==> config.mk <==
export PLATFORM = sky130hd
export DESIGN_NAME = dpram_port_ctrl
export DESIGN_NICKNAME = d
export VERILOG_FILES = /design/src/rtl/dpram_port_ctrl.v /design/src/rtl/pin_sync3.v
export VERILOG_INCLUDE_DIRS = /design/src /design/src/rtl
export SDC_FILE = /design/constraint.sdc
export NUM_CORES = 1
export LEC_CHECK = 0
export ABC_AREA = 1
export BUFFER_PORTS_ARGS = -buffer_cell sky130_fd_sc_hd__buf_4
export CORE_MARGIN = 2
export CORE_UTILIZATION = 54
export CTS_CLUSTER_SIZE = 10
export DETAILED_ROUTE_END_ITERATION = 12
export GPL_TIMING_DRIVEN = 0
export PLACE_DENSITY = 0.8
export SLEW_MARGIN = 20
export SYNTH_ARGS = -nofsm -noshare
export SYNTH_HDL_FRONTEND = slang
export SYNTH_HIERARCHICAL = 1
export SYNTH_SLANG_ARGS = --single-unit
==> constraint.sdc <==
create_clock -name core_clk -period 2 [get_ports core_clk]
set_input_delay 0.6 -clock core_clk [delete_from_list [all_inputs] [get_ports core_clk]]
set_output_delay 0.6 -clock core_clk [all_outputs]
set_load 0.1 [all_outputs]
==> src/rtl/dpram_port_map.vh <==
// constants for the shared-memory port controller
`ifndef DPRAM_PORT_MAP_VH
`define DPRAM_PORT_MAP_VH
`define ADDR_W          12
`define DATA_W          16
`define MBOX_LEFT_ADDR  12'hffe
`define MBOX_RIGHT_ADDR 12'hfff
`define ARB_MAX_NS      5
`define WR_HOLD_NS      5
`define SETUP_NS        40
`define ACCESS_NS       55
`define CLK_NS          40
`define SYNC_LAT        3
`endif

==> src/rtl/dpram_port_ctrl.v <==
// controller that drives one port of the shared dual-port memory
// How it works
// - busy low: hold operation until released
// - delay slave write past arbitration time
// - hold write pulse beyond busy release; here busy mid-strobe drops it, and it is strobed again after release
// - wide systems: one master arbiter only
`timescale 1ns/1ns
`default_nettype none
`include "dpram_port_map.vh"
module dpram_port_ctrl #(
  parameter AW = `ADDR_W,
  parameter DW = `DATA_W,
  parameter MBOX_ADDR = `MBOX_LEFT_ADDR,
  parameter PEER_MBOX_ADDR = `MBOX_RIGHT_ADDR
) (
  input  wire          core_clk,
  input  wire          rstn,
  input  wire          req_valid,
  input  wire          req_write,
  input  wire [AW-1:0] req_addr,
  input  wire [DW-1:0] req_wdata,
  input  wire [1:0]    req_byte_en,
  output reg           req_ready,
  output reg           rsp_valid,
  output reg  [DW-1:0] rsp_rdata,
  output reg           mbox_irq,
  output reg           port_busy,
  output reg           chip_sel_n,
  output reg           rd_wr_n,
  output reg           out_en_n,
  output reg  [AW-1:0] addr,
  output reg  [DW-1:0] data_out,
  output reg  [DW-1:0] data_oe,
  input  wire [DW-1:0] data_in,
  output reg           upper_byte_sel_n,
  output reg           lower_byte_sel_n,
  input  wire          busy_n,
  input  wire          irq_n
);
  // least times round up; arbitration and hold to at least one cycle
  localparam [31:0] SETUP_CYC  = (`SETUP_NS + `CLK_NS - 1) / `CLK_NS;
  localparam [31:0] ARB_CYC_R  = (`ARB_MAX_NS + `CLK_NS - 1) / `CLK_NS;
  localparam [31:0] ARB_CYC    = (ARB_CYC_R < 1) ? 1 : ARB_CYC_R;
  localparam [31:0] HOLD_CYC_R = (`WR_HOLD_NS + `CLK_NS - 1) / `CLK_NS;
  localparam [31:0] HOLD_CYC   = (HOLD_CYC_R < 1) ? 1 : HOLD_CYC_R;
  localparam [31:0] ACC_CYC_R  = (`ACCESS_NS + `CLK_NS - 1) / `CLK_NS;
  // pins pass the synchroniser first, so both waits allow for it:
  // no strobe may start before busy is seen settled
  localparam [31:0] ARB_TOT    = ARB_CYC + `SYNC_LAT;
  localparam [31:0] ACC_TOT    = ACC_CYC_R + `SYNC_LAT;
  // counters run down to zero; cut on purpose to their width
  localparam [3:0]  CNT_ARB    = ARB_TOT[3:0];
  localparam [3:0]  CNT_HOLD   = HOLD_CYC[3:0];
  localparam [3:0]  CNT_ACC    = ACC_TOT[3:0];
  localparam [3:0]  CNT_SET    = SETUP_CYC[3:0];

  // one-hot state codes
  localparam [5:0] ST_IDLE  = 6'h01;
  localparam [5:0] ST_SETUP = 6'h02;
  localparam [5:0] ST_ARB   = 6'h04;
  localparam [5:0] ST_XFER  = 6'h08;
  localparam [5:0] ST_WAIT  = 6'h10;
  localparam [5:0] ST_DONE  = 6'h20;

  ////////////////////////////////////////////////////////////////////////
  wire [DW-1:0] data_sync;
  wire          busy_sync;
  wire          irq_sync;
  pin_sync3 #(.W(DW), .INIT({DW{1'b0}})) u_data_sync (
    .core_clk (core_clk),
    .rstn     (rstn),
    .pin_in   (data_in),
    .sync_out (data_sync)
  );
  // busy is only ever read here: the one arbiter sits in the memory
  pin_sync3 #(.W(2), .INIT(2'h3)) u_flag_sync (
    .core_clk (core_clk),
    .rstn     (rstn),
    .pin_in   ({busy_n, irq_n}),
    .sync_out ({busy_sync, irq_sync})
  );

  ////////////////////////////////////////////////////////////////////////
  // one access at a time: idle, setup, arbitrate, strobe, hold.
  // busy before the strobe parks the access in wait with all pins
  // held; busy during the strobe drops it and starts over
  reg [5:0]    state_reg;
  reg [3:0]    cnt_reg;
  reg          wr_reg;
  reg [1:0]    be_reg;
  reg [DW-1:0] wdata_reg;
  // unselected lanes neither drive nor return data
  wire [DW-1:0] lane_mask = {{(DW/2){be_reg[1]}}, {(DW/2){be_reg[0]}}};

  always @(posedge core_clk or negedge rstn) begin
    if (!rstn) begin
      state_reg        <= ST_IDLE;
      cnt_reg          <= 4'h0;
      wr_reg           <= 1'b0;
      be_reg           <= 2'h0;
      wdata_reg        <= {DW{1'b0}};
      req_ready        <= 1'b0;
      rsp_valid        <= 1'b0;
      rsp_rdata        <= {DW{1'b0}};
      mbox_irq         <= 1'b0;
      port_busy        <= 1'b0;
      chip_sel_n       <= 1'b1;
      rd_wr_n          <= 1'b1;
      out_en_n         <= 1'b1;
      addr             <= {AW{1'b0}};
      data_out         <= {DW{1'b0}};
      data_oe          <= {DW{1'b0}};
      upper_byte_sel_n <= 1'b1;
      lower_byte_sel_n <= 1'b1;
    end else begin
      rsp_valid <= 1'b0;
      mbox_irq  <= ~irq_sync;
      port_busy <= ~busy_sync;
      case (state_reg)
        ST_IDLE: begin
          chip_sel_n <= 1'b1;
          // ready only while idle: one access outstanding
          req_ready  <= 1'b1;
          if (req_valid && req_ready) begin
            req_ready        <= 1'b0;
            wr_reg           <= req_write;
            be_reg           <= req_byte_en;
            wdata_reg        <= req_wdata;
            addr             <= req_addr;
            upper_byte_sel_n <= ~req_byte_en[1];
            lower_byte_sel_n <= ~req_byte_en[0];
            cnt_reg          <= CNT_SET;
            state_reg        <= ST_SETUP;
          end
        end
        ST_SETUP: begin
          // address settles before select falls, so arbitration
          // is decided on select order
          if (cnt_reg != 4'h0) begin
            cnt_reg <= cnt_reg - 4'h1;
          end else begin
            chip_sel_n <= 1'b0;
            cnt_reg    <= CNT_ARB;
            state_reg  <= ST_ARB;
          end
        end
        ST_ARB: begin
          // no strobe until busy has settled past arbitration
          if (cnt_reg != 4'h0) begin
            cnt_reg <= cnt_reg - 4'h1;
          end else if (!busy_sync) begin
            state_reg <= ST_WAIT;
          end else begin
            rd_wr_n   <= ~wr_reg;
            out_en_n  <= wr_reg;
            data_out  <= wdata_reg & lane_mask;
            data_oe   <= wr_reg ? lane_mask : {DW{1'b0}};
            cnt_reg   <= CNT_ACC;
            state_reg <= ST_XFER;
          end
        end
        ST_WAIT: begin
          // address, data and select held unchanged while inhibited
          if (busy_sync) begin
            cnt_reg   <= CNT_ARB;
            state_reg <= ST_ARB;
          end
        end
        ST_XFER: begin
          if (!busy_sync) begin
            // lost mid-cycle: drop strobe, wait, then re-arbitrate and strobe again
            rd_wr_n   <= 1'b1;
            out_en_n  <= 1'b1;
            data_oe   <= {DW{1'b0}};
            state_reg <= ST_WAIT;
          end else if (cnt_reg != 4'h0) begin
            cnt_reg <= cnt_reg - 4'h1;
          end else begin
            // read data has cleared the synchroniser by now
            rsp_rdata <= data_sync & lane_mask;
            rd_wr_n   <= 1'b1;
            out_en_n  <= 1'b1;
            cnt_reg   <= CNT_HOLD;
            state_reg <= ST_DONE;
          end
        end
        ST_DONE: begin
          // data held past strobe release for write hold
          if (cnt_reg != 4'h0) begin
            cnt_reg <= cnt_reg - 4'h1;
          end else begin
            data_oe    <= {DW{1'b0}};
            chip_sel_n <= 1'b1;
            rsp_valid  <= 1'b1;
            state_reg  <= ST_IDLE;
          end
        end
        default: begin
          state_reg <= ST_IDLE;
        end
      endcase
    end
  end
endmodule
`default_nettype wire

==> src/rtl/pin_sync3.v <==
// three-stage synchroniser with agreement of the last two stages
`timescale 1ns/1ns
`default_nettype none
module pin_sync3 #(
  parameter W = 1,
  parameter [W-1:0] INIT = {W{1'b1}}
) (
  input  wire         core_clk,
  input  wire         rstn,
  input  wire [W-1:0] pin_in,
  output reg  [W-1:0] sync_out
);
  reg [W-1:0] s1_reg;
  reg [W-1:0] s2_reg;
  reg [W-1:0] s3_reg;
  integer i;
  always @(posedge core_clk or negedge rstn) begin
    if (!rstn) begin
      s1_reg   <= INIT;
      s2_reg   <= INIT;
      s3_reg   <= INIT;
      sync_out <= INIT;
    end else begin
      s1_reg <= pin_in;
      s2_reg <= s1_reg;
      s3_reg <= s2_reg;
      // a bit changes only once two stages agree
      for (i = 0; i < W; i = i + 1) begin
        if (s2_reg[i] == s3_reg[i]) begin
          sync_out[i] <= s3_reg[i];
        end
      end
    end
  end
endmodule
`default_nettype wire

==> qor.csv <==
metric,value,unit
holdWs,-0.00381,ns
grt_pass1_wl,21.3,mm
dp_hpwl,8.68,mm
total_power,13.3,mW
wirelength,13.2,mm
slew_headroom,59.1,%
hold_class,in -> async,
slew_violations,0,
clkTransAtPathRegs,0.07,ns
worstSetupPathType,reg -> out,
die_y,109,um
syn-num-nets,663,
period_share,97.4,%
synth_top_area_share,59.2,%
worst_ep_required_time,1.40,ns
clk_path_buf_depth,2,
gp_congestion,0.894,
cts_tree,yes,
clockRootBuffer,clkbuf_8,
htreeDepth,4,
ys_seq_area_share,65.3,%
start_util,55.4,%
io_pins,121,
grt_pass1_vias,4444,
n_antenna_cell,0,
fin_area,7780,um^2
failed_checks,hold timing,
ys_seq_elements,156,
post-place-cells,871,
area.growth.synth_to_final,29.6,%
die_area,12000,um^2
regToRegStartpoint,be_reg[0],
maxCapViolCount,0,
r2r-end,rsp_rdata[6],
grt.total_usage,23.3,%
crit_slowest_cell,dfstp_2,
cts_sinks,156,
critPathMaxStageDelay,0.54,ns
worst-path-buf-inv,1,
die_w,109,um
rows,38,
cts_buffers,17,
tightest_slew,0.614,ns
placed_area,7120,um^2
antenna_found_initial,0,
cts_hold_buf,0,
path_max_fanout,2,
rr_worst_depth,4,
ir_drop,1.54,mV
cp-start-kind,register,
grt_overflow,0,
fmax,0.514,GHz
finalSetupViolations,0,
vias,4541,
p_leak,4.03,nW
fill_cells,764,
syn_inst,610,
dp_slack,0.159,ns
stdcell_count,903,
yosys.area.top_type,dfrtp_1,
drive_above_1_share,29.1,%
clock_latency,0.52,ns
ys_types,30,
path_cells,buf_4,
netlist_area,6010,um^2
period_minus_slack,1.95,ns
grt_max_degree,92,
synth_area_leaders,"dfrtp_1 59%, nand2_1 14%, dfstp_2 6.1%",
finClkSkew,0.00699,ns
drt_iter0_markers,366,
nets,803,
end_kind,primary output,
syn_avg_cell_area,9.85,um^2
yosysWarnings,6,
rsz0062_at_grt,false,
avgRoutedWirePerCell,14.7,um
dr.pass1.iters,4,
core_area,10800,um^2
hold_violations,1,
arrival,1.35,ns
ant_nets,0,
finalWorstSetupSlack,0.0529,ns
crit_family,flip-flops,
reg2reg_slack,0.22,ns
drc,0,
routed_via_density,5.03,
powerDensity,1710,nW/um^2
io_buffers,120,
outcome,"finished, violations left",
## through the flow
| step | utilization, % | TNS (ns) |
|---|---|---|
| after global routing | 71.8 | 0 |
| after floorplan | - | 0 |
| after CTS | 71.3 | 0 |
| after detailed placement | 65.7 | 0 |
| after global placement | 65.4 | -45.09 |
| final | 71.8 | 0 |
## cell usage in the layout (no fill, tap or decap), types with 16 or more instances in the layout
| cell | netlist | routed |
|---|---|---|
| nand2_1 | 222 | 222 |
| dfrtp_1 | 142 | 140 |
| buf_4 | 17 | 122 |
| inv_1 | 46 | 46 |
| nor2_1 | 37 | 37 |
| o21ai_1 | 25 | 25 |
| o21ai_0 | 22 | 22 |
| a21oi_1 | 18 | 18 |
| buf_6 | 3 | 17 |
| nand3_1 | 16 | 16 |
| clkbuf_16 | 0 | 16 |
## cell families (layout without fill, tap and decap cells)
group / after synthesis / count (layout) / synth area share (%)
DFF: 156 / 156 / 65.3
adders and majority gates: 1 / 1 / 0.208
AOI/OAI and AO/OA: 70 / 70 / 6.15
and+or+nand+nor: 301 / 301 / 21.6
buffers and inverters: 81 / 234 / 6.56
xor gates and xnor gates: 1 / 1 / 0.146
## where the power goes
part / leakage, nW / internal, mW / total (mW) / switching, mW
Combinational: 1.82 / 1.42 / 5.83 / 4.42
Sequential: 1.93 / 3.80 / 4.19 / 0.394
Clock: 0.285 / 1.98 / 3.26 / 1.28
## cell type report
cell class | instances | area (um^2) | area share [%]
clock buffer | 20 | 445 | 5.72
inverter | 51 | 191 | 2.46
buffer | 30 | 206 | 2.65
timing repair buffer | 121 | 988 | 12.7
clock inverter | 12 | 160 | 2.06
tap | 140 | 175 | 2.25
sequential | 156 | 3920 | 50.4
multi-input combinational | 373 | 1690 | 21.7
## repair_timing
action | 4_1_cts | 5_1_grt
buffers inserted | 0 | 0
endpoints found under the setup margin | 0 | 29
gates resized for setup | 0 | 21
## worst max-delay path by stage
stage / from / endpoint / cells after the start
2_1_floorplan: req_ready / cnt_reg[2] / 7
6_report: upper_byte_sel_n / upper_byte_sel_n / 1
4_1_cts: data_oe[7] / data_oe[3] / 2
5_1_grt: cnt_reg[0] / rsp_rdata[6] / 7
3_5_place_dp: cnt_reg[0] / rsp_rdata[5] / 8
3_3_place_gp: rstn / data_oe[7] / 1
## Yosys cell counts
cell type / number
a21oi_1: 18
a22oi_1: 1
buf_2: 3
buf_4: 17
buf_6: 3
clkbuf_1: 7
dfrtp_1: 142
dfstp_2: 14
ha_1: 1
inv_1: 46
inv_2: 5
nand2_1: 222
nand2_2: 4
nand2_4: 1
nand3_1: 16
nand3_2: 4
nand3_4: 1
nand4_1: 5
nand4_2: 1
nor2_1: 37
nor2_2: 4
nor2_4: 4
nor2_8: 2
o211ai_1: 1
o211ai_2: 1
o21a_1: 1
o21ai_0: 22
o21ai_1: 25
o21ai_2: 1
xor2_1: 1
## routing by layer
| layer | wire length, um | global-route usage (%) |
|---|---|---|
| met3 | 640 | 5.22 |
| met2 | 7030 | 40.0 |
| met1 | 5470 | 29.8 |
| met4 | 105 | 6.96 |
| met5 | 0 | 0 |
No activity file was read; power rests on OpenSTA's default activity.
